`src/pkg/nsc_params.svh`:
```
`ifndef NSC_PARAMS_SVH
`define NSC_PARAMS_SVH

`define NSC_CLK_MHZ 40
`define NSC_PWR_US 100
`define NSC_PWR_CYC ((`NSC_PWR_US) * (`NSC_CLK_MHZ))
`define NSC_WHR_NS 60
`define NSC_WHR_CYC (((`NSC_WHR_NS) * (`NSC_CLK_MHZ) + 999) / 1000)
`define NSC_WB_NS 100
`define NSC_WB_CYC (((`NSC_WB_NS) * (`NSC_CLK_MHZ) + 999) / 1000)
`define NSC_DIV_DEF 2

`define NSC_CMD_STAT 8'h70
`define NSC_CMD_PLANE 8'hF1
`define NSC_CMD_ID 8'h90
`define NSC_CMD_RST 8'hFF
`define NSC_CMD_READ 8'h00
`define NSC_ID_ADDR 8'h00
`define NSC_ID_LAST 3'h4

`define NSC_OFF_CTRL 12'h000
`define NSC_OFF_STATE 12'h004
`define NSC_OFF_STAT 12'h008
`define NSC_OFF_ID0 12'h00C
`define NSC_OFF_ID1 12'h010

`define NSC_CTRL_LOCK 8
`define NSC_SB_READY 6
`define NSC_MASK_STAT 8'hC1
`define NSC_MASK_PLANE 8'hC7
`define NSC_STAT_RESET 8'hC0
`define NSC_STAT_RESET_WP 8'h40

`endif

```
`src/pkg/nsc_pkg.sv`:
```
package nsc_pkg;

  typedef enum logic [3:0] {
    S_PWR = 4'h0,
    S_IDLE = 4'h1,
    S_WE_LO = 4'h2,
    S_WE_HI = 4'h3,
    S_GAP = 4'h4,
    S_POLL = 4'h5,
    S_RD_LO = 4'h6,
    S_RD_HI = 4'h7,
    S_BUSY_LO = 4'h8,
    S_BUSY_HI = 4'h9
  } nsc_state_e;

  typedef enum logic [2:0] {
    OP_NONE = 3'h0,
    OP_STAT = 3'h1,
    OP_PLANE = 3'h2,
    OP_ID = 3'h3,
    OP_RST = 3'h4,
    OP_READ = 3'h5
  } nsc_op_e;

  typedef struct packed {
    logic ce_n;
    logic cle;
    logic ale;
    logic we_n;
    logic read_strobe_n;
    logic io_oe;
    logic [7:0] io_out;
  } nsc_pins_s;

  typedef struct packed {
    logic psel;
    logic penable;
    logic pwrite;
    logic [11:0] paddr;
    logic [31:0] pwdata;
  } nsc_apb_req_s;

endpackage

```
`src/verilog/nsc_tick.sv`:
```
`timescale 1ns/1ps
`default_nettype none
module nsc_tick #(
  parameter int DIV = 2
) (
  input wire logic clk, // system clock
  input wire logic rst_n, // synchronised reset
  input wire logic run, // counting enabled
  output logic tick // one-cycle enable pulse
);
  logic [7:0] cnt_r;
  logic [7:0] cnt_nxt;

  always_comb begin
    if (!run || cnt_r == 8'(DIV - 1)) begin
      cnt_nxt = 8'h00;
    end else begin
      cnt_nxt = cnt_r + 8'h01;
    end
  end

  always_ff @(posedge clk or negedge rst_n) begin
    if (!rst_n) begin
      cnt_r <= 8'h00;
    end else begin
      cnt_r <= cnt_nxt;
    end
  end

  assign tick = run && cnt_r == 8'(DIV - 1);
endmodule
`default_nettype wire

```
`src/verilog/nsc_ctrl.sv`:
```
// Operation
// - status mode persists; controller reissues 00h before resuming reads.
// - controller polls a single device through its one chip select, ce_n.
// - controller masks unused status bits before evaluating.
// - ID mode entered by 90h then one address cycle of 00h.
// - controller waits at least 100us after power-up before commands.
// - controller holds write-protect low through power-up.
// - controller never asserts write-protect while device is busy.
`timescale 1ns/1ps
`default_nettype none
`include "nsc_params.svh"
module nsc_ctrl
  import nsc_pkg::*;
#(
  parameter int DIV = `NSC_DIV_DEF,
  parameter int PWR_CYC = `NSC_PWR_CYC
) (
  input wire logic clk, // 40 MHz clock
  input wire logic arst_n, // async reset, active low
  input wire nsc_apb_req_s apb, // apb request
  output logic [31:0] prdata, // apb read data
  output logic pready, // apb ready
  output logic pslverr, // apb error, unmapped
  output nsc_pins_s pins, // flash pin drive
  input wire logic [7:0] io_in, // flash io lines
  input wire logic ready_busy, // wired ready/busy line
  output logic program_lock_n // write-protect pin
);
  logic rst_m_r;
  logic rst_n;
  nsc_state_e st_r, st_nxt;
  nsc_op_e op_r, op_nxt;
  nsc_pins_s pin_r, pin_nxt;
  logic [11:0] wait_r, wait_nxt;
  logic [2:0] idx_r, idx_nxt;
  logic addr_r, addr_nxt;
  logic [7:0] stat_r, stat_nxt;
  logic [39:0] id_r, id_nxt;
  logic stat_ok_r, stat_ok_nxt;
  logic id_ok_r, id_ok_nxt;
  logic lock_req_r, lock_req_nxt;
  logic lock_r, lock_nxt;
  logic [31:0] rd_r, rd_nxt;
  logic tick;
  logic setup;
  logic wr;
  logic mapped;
  nsc_op_e go_op;

  always_ff @(posedge clk or negedge arst_n) begin
    if (!arst_n) begin
      rst_m_r <= 1'b0;
      rst_n <= 1'b0;
    end else begin
      rst_m_r <= 1'b1;
      rst_n <= rst_m_r;
    end
  end

  nsc_tick #(.DIV(DIV)) u_tick (
    .clk(clk),
    .rst_n(rst_n),
    .run(st_r != S_IDLE && st_r != S_PWR),
    .tick(tick)
  );

  function automatic logic [7:0] cmd_of(input nsc_op_e op);
    unique case (op)
      OP_STAT: cmd_of = `NSC_CMD_STAT;
      OP_PLANE: cmd_of = `NSC_CMD_PLANE;
      OP_ID: cmd_of = `NSC_CMD_ID;
      OP_RST: cmd_of = `NSC_CMD_RST;
      default: cmd_of = `NSC_CMD_READ;
    endcase
  endfunction

  function automatic logic [7:0] mask_of(input nsc_op_e op,
                                         input logic [7:0] v);
    mask_of = v & ((op == OP_PLANE) ? `NSC_MASK_PLANE
                                    : `NSC_MASK_STAT);
  endfunction

  function automatic logic is_reg(input logic [11:0] a);
    is_reg = a == `NSC_OFF_CTRL || a == `NSC_OFF_STATE ||
             a == `NSC_OFF_STAT || a == `NSC_OFF_ID0 ||
             a == `NSC_OFF_ID1;
  endfunction

  assign setup = apb.psel && !apb.penable;
  assign wr = apb.psel && apb.penable && apb.pwrite;
  assign mapped = is_reg(apb.paddr);
  assign go_op = nsc_op_e'(apb.pwdata[2:0]);
  assign pready = 1'b1;
  assign pslverr = apb.psel && apb.penable && !is_reg(apb.paddr);
  assign prdata = rd_r;
  assign pins = pin_r;
  assign program_lock_n = !lock_r;

  always_comb begin
    st_nxt = st_r;
    op_nxt = op_r;
    pin_nxt = pin_r;
    wait_nxt = wait_r;
    idx_nxt = idx_r;
    addr_nxt = addr_r;
    stat_nxt = stat_r;
    id_nxt = id_r;
    stat_ok_nxt = stat_ok_r;
    id_ok_nxt = id_ok_r;
    lock_req_nxt = lock_req_r;
    rd_nxt = rd_r;
    if (wr && apb.paddr == `NSC_OFF_CTRL) begin
      lock_req_nxt = apb.pwdata[`NSC_CTRL_LOCK];
    end
    // lock rises only with line ready and controller idle
    lock_nxt = lock_r;
    if (st_r == S_PWR) begin
      lock_nxt = 1'b1;
    end else if (!lock_req_r) begin
      lock_nxt = 1'b0;
    end else if (ready_busy && st_r == S_IDLE) begin
      lock_nxt = 1'b1;
    end
    unique case (st_r)
      S_PWR: begin
        wait_nxt = wait_r + 12'h001;
        if (wait_r == 12'(PWR_CYC - 1)) begin
          st_nxt = S_IDLE;
          wait_nxt = 12'h000;
        end
      end
      S_IDLE: begin
        if (wr && apb.paddr == `NSC_OFF_CTRL && go_op != OP_NONE &&
            go_op <= OP_READ) begin
          op_nxt = go_op;
          addr_nxt = 1'b0;
          pin_nxt.ce_n = 1'b0;
          pin_nxt.cle = 1'b1;
          pin_nxt.ale = 1'b0;
          pin_nxt.we_n = 1'b0;
          pin_nxt.io_oe = 1'b1;
          pin_nxt.io_out = cmd_of(go_op);
          if (go_op == OP_STAT || go_op == OP_PLANE) begin
            stat_ok_nxt = 1'b0;
          end
          if (go_op == OP_ID) begin
            id_ok_nxt = 1'b0;
          end
          st_nxt = S_WE_LO;
        end
      end
      S_WE_LO: begin
        if (tick) begin
          pin_nxt.we_n = 1'b1;
          st_nxt = S_WE_HI;
        end
      end
      S_WE_HI: begin
        if (tick) begin
          if (op_r == OP_ID && !addr_r) begin
            addr_nxt = 1'b1;
            pin_nxt.cle = 1'b0;
            pin_nxt.ale = 1'b1;
            pin_nxt.we_n = 1'b0;
            pin_nxt.io_out = `NSC_ID_ADDR;
            st_nxt = S_WE_LO;
          end else begin
            pin_nxt.cle = 1'b0;
            pin_nxt.ale = 1'b0;
            pin_nxt.io_oe = 1'b0;
            wait_nxt = 12'h000;
            idx_nxt = 3'h0;
            unique case (op_r)
              OP_RST: st_nxt = S_BUSY_LO;
              OP_READ: begin
                pin_nxt.ce_n = 1'b1;
                st_nxt = S_IDLE;
              end
              default: st_nxt = S_GAP;
            endcase
          end
        end
      end
      S_GAP: begin
        wait_nxt = wait_r + 12'h001;
        if (wait_r == 12'(`NSC_WHR_CYC - 1)) begin
          pin_nxt.read_strobe_n = 1'b0;
          st_nxt = (op_r == OP_ID) ? S_RD_LO : S_POLL;
        end
      end
      S_POLL: begin
        // strobe held low; device refreshes the byte itself
        if (tick) begin
          stat_nxt = io_in;
          if (io_in[`NSC_SB_READY]) begin
            stat_ok_nxt = 1'b1;
            pin_nxt.read_strobe_n = 1'b1;
            pin_nxt.ce_n = 1'b1;
            st_nxt = S_IDLE;
          end
        end
      end
      S_RD_LO: begin
        if (tick) begin
          id_nxt[8 * idx_r +: 8] = io_in;
          pin_nxt.read_strobe_n = 1'b1;
          st_nxt = S_RD_HI;
        end
      end
      S_RD_HI: begin
        if (tick) begin
          if (idx_r == `NSC_ID_LAST) begin
            id_ok_nxt = 1'b1;
            pin_nxt.ce_n = 1'b1;
            st_nxt = S_IDLE;
          end else begin
            idx_nxt = idx_r + 3'h1;
            pin_nxt.read_strobe_n = 1'b0;
            st_nxt = S_RD_LO;
          end
        end
      end
      S_BUSY_LO: begin
        wait_nxt = wait_r + 12'h001;
        if (wait_r == 12'(`NSC_WB_CYC - 1)) begin
          st_nxt = S_BUSY_HI;
        end
      end
      S_BUSY_HI: begin
        if (ready_busy) begin
          // fresh status after reset: ready, protect bit follows lock
          stat_nxt = lock_r ? `NSC_STAT_RESET_WP
                            : `NSC_STAT_RESET;
          stat_ok_nxt = 1'b0;
          pin_nxt.ce_n = 1'b1;
          st_nxt = S_IDLE;
        end
      end
      default: st_nxt = S_IDLE;
    endcase
    if (setup) begin
      unique case (apb.paddr)
        `NSC_OFF_CTRL: rd_nxt = {23'h0, lock_req_r, 5'h0, op_r};
        `NSC_OFF_STATE: rd_nxt = {26'h0, id_ok_r, stat_ok_r, lock_r,
                                  st_r != S_PWR, ready_busy,
                                  st_r != S_IDLE};
        `NSC_OFF_STAT: rd_nxt = {16'h0, stat_r, mask_of(op_r, stat_r)};
        `NSC_OFF_ID0: rd_nxt = id_r[31:0];
        `NSC_OFF_ID1: rd_nxt = {24'h0, id_r[39:32]};
        default: rd_nxt = 32'h0;
      endcase
      if (!mapped) begin
        rd_nxt = 32'h0;
      end
    end
  end

  always_ff @(posedge clk or negedge rst_n) begin
    if (!rst_n) begin
      st_r <= S_PWR;
      op_r <= OP_NONE;
      pin_r <= '{ce_n: 1'b1, cle: 1'b0, ale: 1'b0, we_n: 1'b1,
                 read_strobe_n: 1'b1, io_oe: 1'b0, io_out: 8'h00};
      wait_r <= 12'h000;
      idx_r <= 3'h0;
      addr_r <= 1'b0;
      stat_r <= 8'h00;
      id_r <= 40'h0;
      stat_ok_r <= 1'b0;
      id_ok_r <= 1'b0;
      lock_req_r <= 1'b0;
      lock_r <= 1'b1;
      rd_r <= 32'h0;
    end else begin
      st_r <= st_nxt;
      op_r <= op_nxt;
      pin_r <= pin_nxt;
      wait_r <= wait_nxt;
      idx_r <= idx_nxt;
      addr_r <= addr_nxt;
      stat_r <= stat_nxt;
      id_r <= id_nxt;
      stat_ok_r <= stat_ok_nxt;
      id_ok_r <= id_ok_nxt;
      lock_req_r <= lock_req_nxt;
      lock_r <= lock_nxt;
      rd_r <= rd_nxt;
    end
  end
endmodule
`default_nettype wire

```
`config.mk`:
```
export PLATFORM = sky130hd
export DESIGN_NAME = nsc_ctrl
export DESIGN_NICKNAME = d
export VERILOG_FILES = /design/src/pkg/nsc_pkg.sv /design/src/verilog/nsc_tick.sv /design/src/verilog/nsc_ctrl.sv
export VERILOG_INCLUDE_DIRS = /design/src /design/src/pkg
export SDC_FILE = /design/constraint.sdc
export NUM_CORES = 1
export LEC_CHECK = 0
export BUFFER_PORTS_ARGS = -buffer_cell sky130_fd_sc_hd__buf_4
export CAP_MARGIN = 20
export CORE_ASPECT_RATIO = 1.2
export CORE_MARGIN = 1.5
export CORE_UTILIZATION = 51
export DETAILED_ROUTE_END_ITERATION = 6
export GPL_TIMING_DRIVEN = 0
export MAX_ROUTING_LAYER = met4
export PLACE_DENSITY_LB_ADDON = 0.25
export SYNTH_ARGS = -nofsm -noshare
export SYNTH_HDL_FRONTEND = slang
export SYNTH_HIERARCHICAL = 1
export SYNTH_SLANG_ARGS = --single-unit
export TNS_END_PERCENT = 50
```
`constraint.sdc`:
```
create_clock -name clk -period 4 [get_ports clk]
set_input_delay 0.4 -clock clk [delete_from_list [all_inputs] [get_ports clk]]
set_output_delay 0.4 -clock clk [all_outputs]
set_load 0.02 [all_outputs]
```
==> metrics.cfg <==
[logic_synthesis]
syn-mean-instance-area_um2=10.83
synth_edf_count=0
synth_top_cell_by_area=dfrtp_1
netlist_area_um2=6192
ys_top_cells_by_area=dfrtp_1 50%, mux2_2 8.4%, a22o_1 4.4%
synthArstFlopShare_pct=100.0
synth_seq_area_share_pct=51.81
yosysWarnings=6
synth_top_area_share_pct=50.11
synth.distinct_cells=70
synth-seq-cells=128
syn_inst=572
ys.flop_type=dfrtp_1

[setup_path]
reg2reg_from=st_r[2]
critPathLaunchType=flip-flop
required_ns=4.29
end_kind=flip-flop
crit_chain=clkbuf_1 > clkbuf_2 > or3_1 > inv_1 > nor3_1 > clkbuf_2 > nand3b_1 > nor3b_2 > nand2_1 > or3_1 > clkbuf_1 > mux2_1
critPathMaxFanout=10
crit_type=reg -> reg
slowest_stage=nor3b_2
crit_arrival_ns=3.89
r2r_slack_ns=0.39
critPathLaunch=st_r[2]
reg2reg_depth=12
slowest_delay_ns=0.37
r2r-end=id_r[33]
endpoint=id_r[33]

[pwr]
ir_worst_vdd_mv=0.3513
seq_power_share_pct=38.6
p_switching_uw=1367
p_int_uw=2806
swShare_pct=32.77
powerDensity_nw_per_um2=549.4
clkPwrFrac_pct=37.0
comb_power_share_pct=24.4
power_leakage_uw=0.003459

[placed_design]
dp_hpwl_um=11000
gp_congestion=0.9273
port_buffers=74

[finish]
layout-drive-gt1-share_pct=26.69
fin_nets=735
mostFrequentLayoutCells=123 x dfrtp_1, 78 x buf_4, 47 x nand2_1
utilization_pct=65.06
final_common_cell=dfrtp_1
n_antenna_cell=0
area_growth_pct=22.67

[clock_tree]
postCtsSetupRepairBufs=0
worst_skew_pair.late_latency_ns=0.42
cts_buffer_depth=2
cts_tree=done
cts_made_buffers=17
cts_sinks=128
path_clk_slew_ns=0.06
root_buffer=clkbuf_16
htree_levels=4

[timing]
holdWs_ns=0.2222
fin_skew_ns=0.01173
finalSetupViolCount=0
rsz0062_at_grt=false
max_slew_margin_pct=28.29
finalCriticalPeriod_ns=3.605
hold_violations=0
min_period_over_period_pct=90.13
drv_slew=0
fmax_ghz=0.2774
worstMarginPinSlew_ns=1.066

[routing]
route.detailed.drc=0
ant_nets=0
routed_via_density=5.976
wl_per_cell_um=18.45
drt_iter0_markers=348
vias=5014
wl_um=15480
dr.pass1.iters=5

[run_status]
outcome=finished clean

[floorplan]
die_h_um=123.7
core_area_um2=11670
die_area_um2=12810
rows=43
ios=107
die_width_um=103.6
start_util_pct=53.04

[global_route]
grt_overflow=0
grt_pass1_wl_um=25850
grtUsageTotal_pct=26.59
antenna_found_initial=0
grt_start_max_net_pins=76
grt_pass1_vias=5070

[run]
drv_cap=0

[min_path]
hold_path_class=in -> reg

[worst min-delay path by stage]
stage | cells after the start | to | slack (ns) | startpoint
3_3_place_gp | 1 | rst_m_r | 0.18 | arst_n
2_1_floorplan | 0 | rst_m_r | 0.10 | arst_n
3_5_place_dp | 1 | rst_m_r | 0.19 | arst_n
6_report | 2 | lock_req_r | 0.22 | apb[8]
5_1_grt | 2 | lock_req_r | 0.21 | apb[8]
4_1_cts | 2 | lock_req_r | 0.21 | apb[8]
[Yosys cell counts (11+ instances only)]
master,count
a21o_1,11
a21oi_1,16
a22o_1,31
clkbuf_1,26
dfrtp_1,124
inv_1,20
mux2_2,46
nand2_1,47
nand3_1,12
nor2_1,29
nor3_1,12
o21ai_0,34
or3_1,13
[sequential cells by signal (all words and copies together), names as in the netlist]
signal,flops
id_r,40
addr_r,1
pins,11
stat_ok_r,1
idx_r,3
rst_n,1
lock_req_r,1
wait_r,12
st_r,4
prdata,32
lock_r,1
u_tick/cnt_r,8
stat_r,8
rst_m_r,1
op_r,3
id_ok_r,1
[final cells by class]
class | instances | area (µm²)
buffer | 33 | 152.6
multi-input combinational | 390 | 2761
clock buffer | 18 | 439.2
inverter | 21 | 78.83
fill | 939 | 4079
timing repair buffer | 78 | 603.1
sequential | 128 | 3212
tap | 157 | 196.4
clock inverter | 14 | 152.6
[through the flow]
stage / TNS [ns] / cells / area (µm²) / setup WS [ns] / power (µW)
CTS: 0 / 839 / 7591 / 0.1311 / 4174
detailed placement: -0.07749 / 806 / 6984 / -0.02105 / 2624
global placement: -128.83 / 804 / 6948 / -1.063 / 2591
global route: 0 / 839 / 7596 / 0.1484 / 4386
floorplan: 0 / 573 / 6196 / 0.1768 / 2321
finish: 0 / 839 / 7596 / 0.3950 / 4173
[cell families (layout without fill, tap and decap cells)]
family,count (synthesis),after routing,synth area share (%)
AOI/OAI and AO/OA,150,150,17.74
xor gates and xnor gates,7,7,0.9901
adders and majority gates,8,8,1.617
buffers and inverters,55,164,3.738
DFF,128,128,51.81
muxes,51,51,9.214
other,1,2,0.06056
and+or+nand+nor,172,172,14.83
[power by group through the flow]
stage                     combinational (µW)  clock, µW  sequential (µW)
after detailed placement                 998          0             1630
after global placement                   962          0             1630
after global routing                    1130       1630             1630
after floorplan                          722          0             1600
after CTS                               1010       1560             1600
final                                   1020       1540             1610
[critical path: cells and delay by family, from the launching register on]
kind,cells,cell delay (ns)
and+or+nand+nor,6,1.51
muxes,1,0.37
DFF,1,0.32
buffers and inverters,5,1.27
[routing by layer]
metal | share of wire, % | up-vias | GRT usage (%) | routed length [µm]
li1 | - | 2324 | - | -
met1 | 41 | 2518 | 30.62 | 6384
met2 | 52 | 146 | 46.71 | 8112
met3 | 4.7 | 26 | 6.227 | 732
met4 | 1.6 | 0 | 8.333 | 249
met5 | 0 | - | - | 0
[what timing repair did]
action                     in CTS  in global routing
pin swaps                       0                  0
resized for setup               1                  6
hold buffers                    1                  0
setup endpoints to repair      16                 40
cloned                          0                  0
hold endpoints to repair        2                  0
No activity file was read; power rests on OpenSTA's default activity.
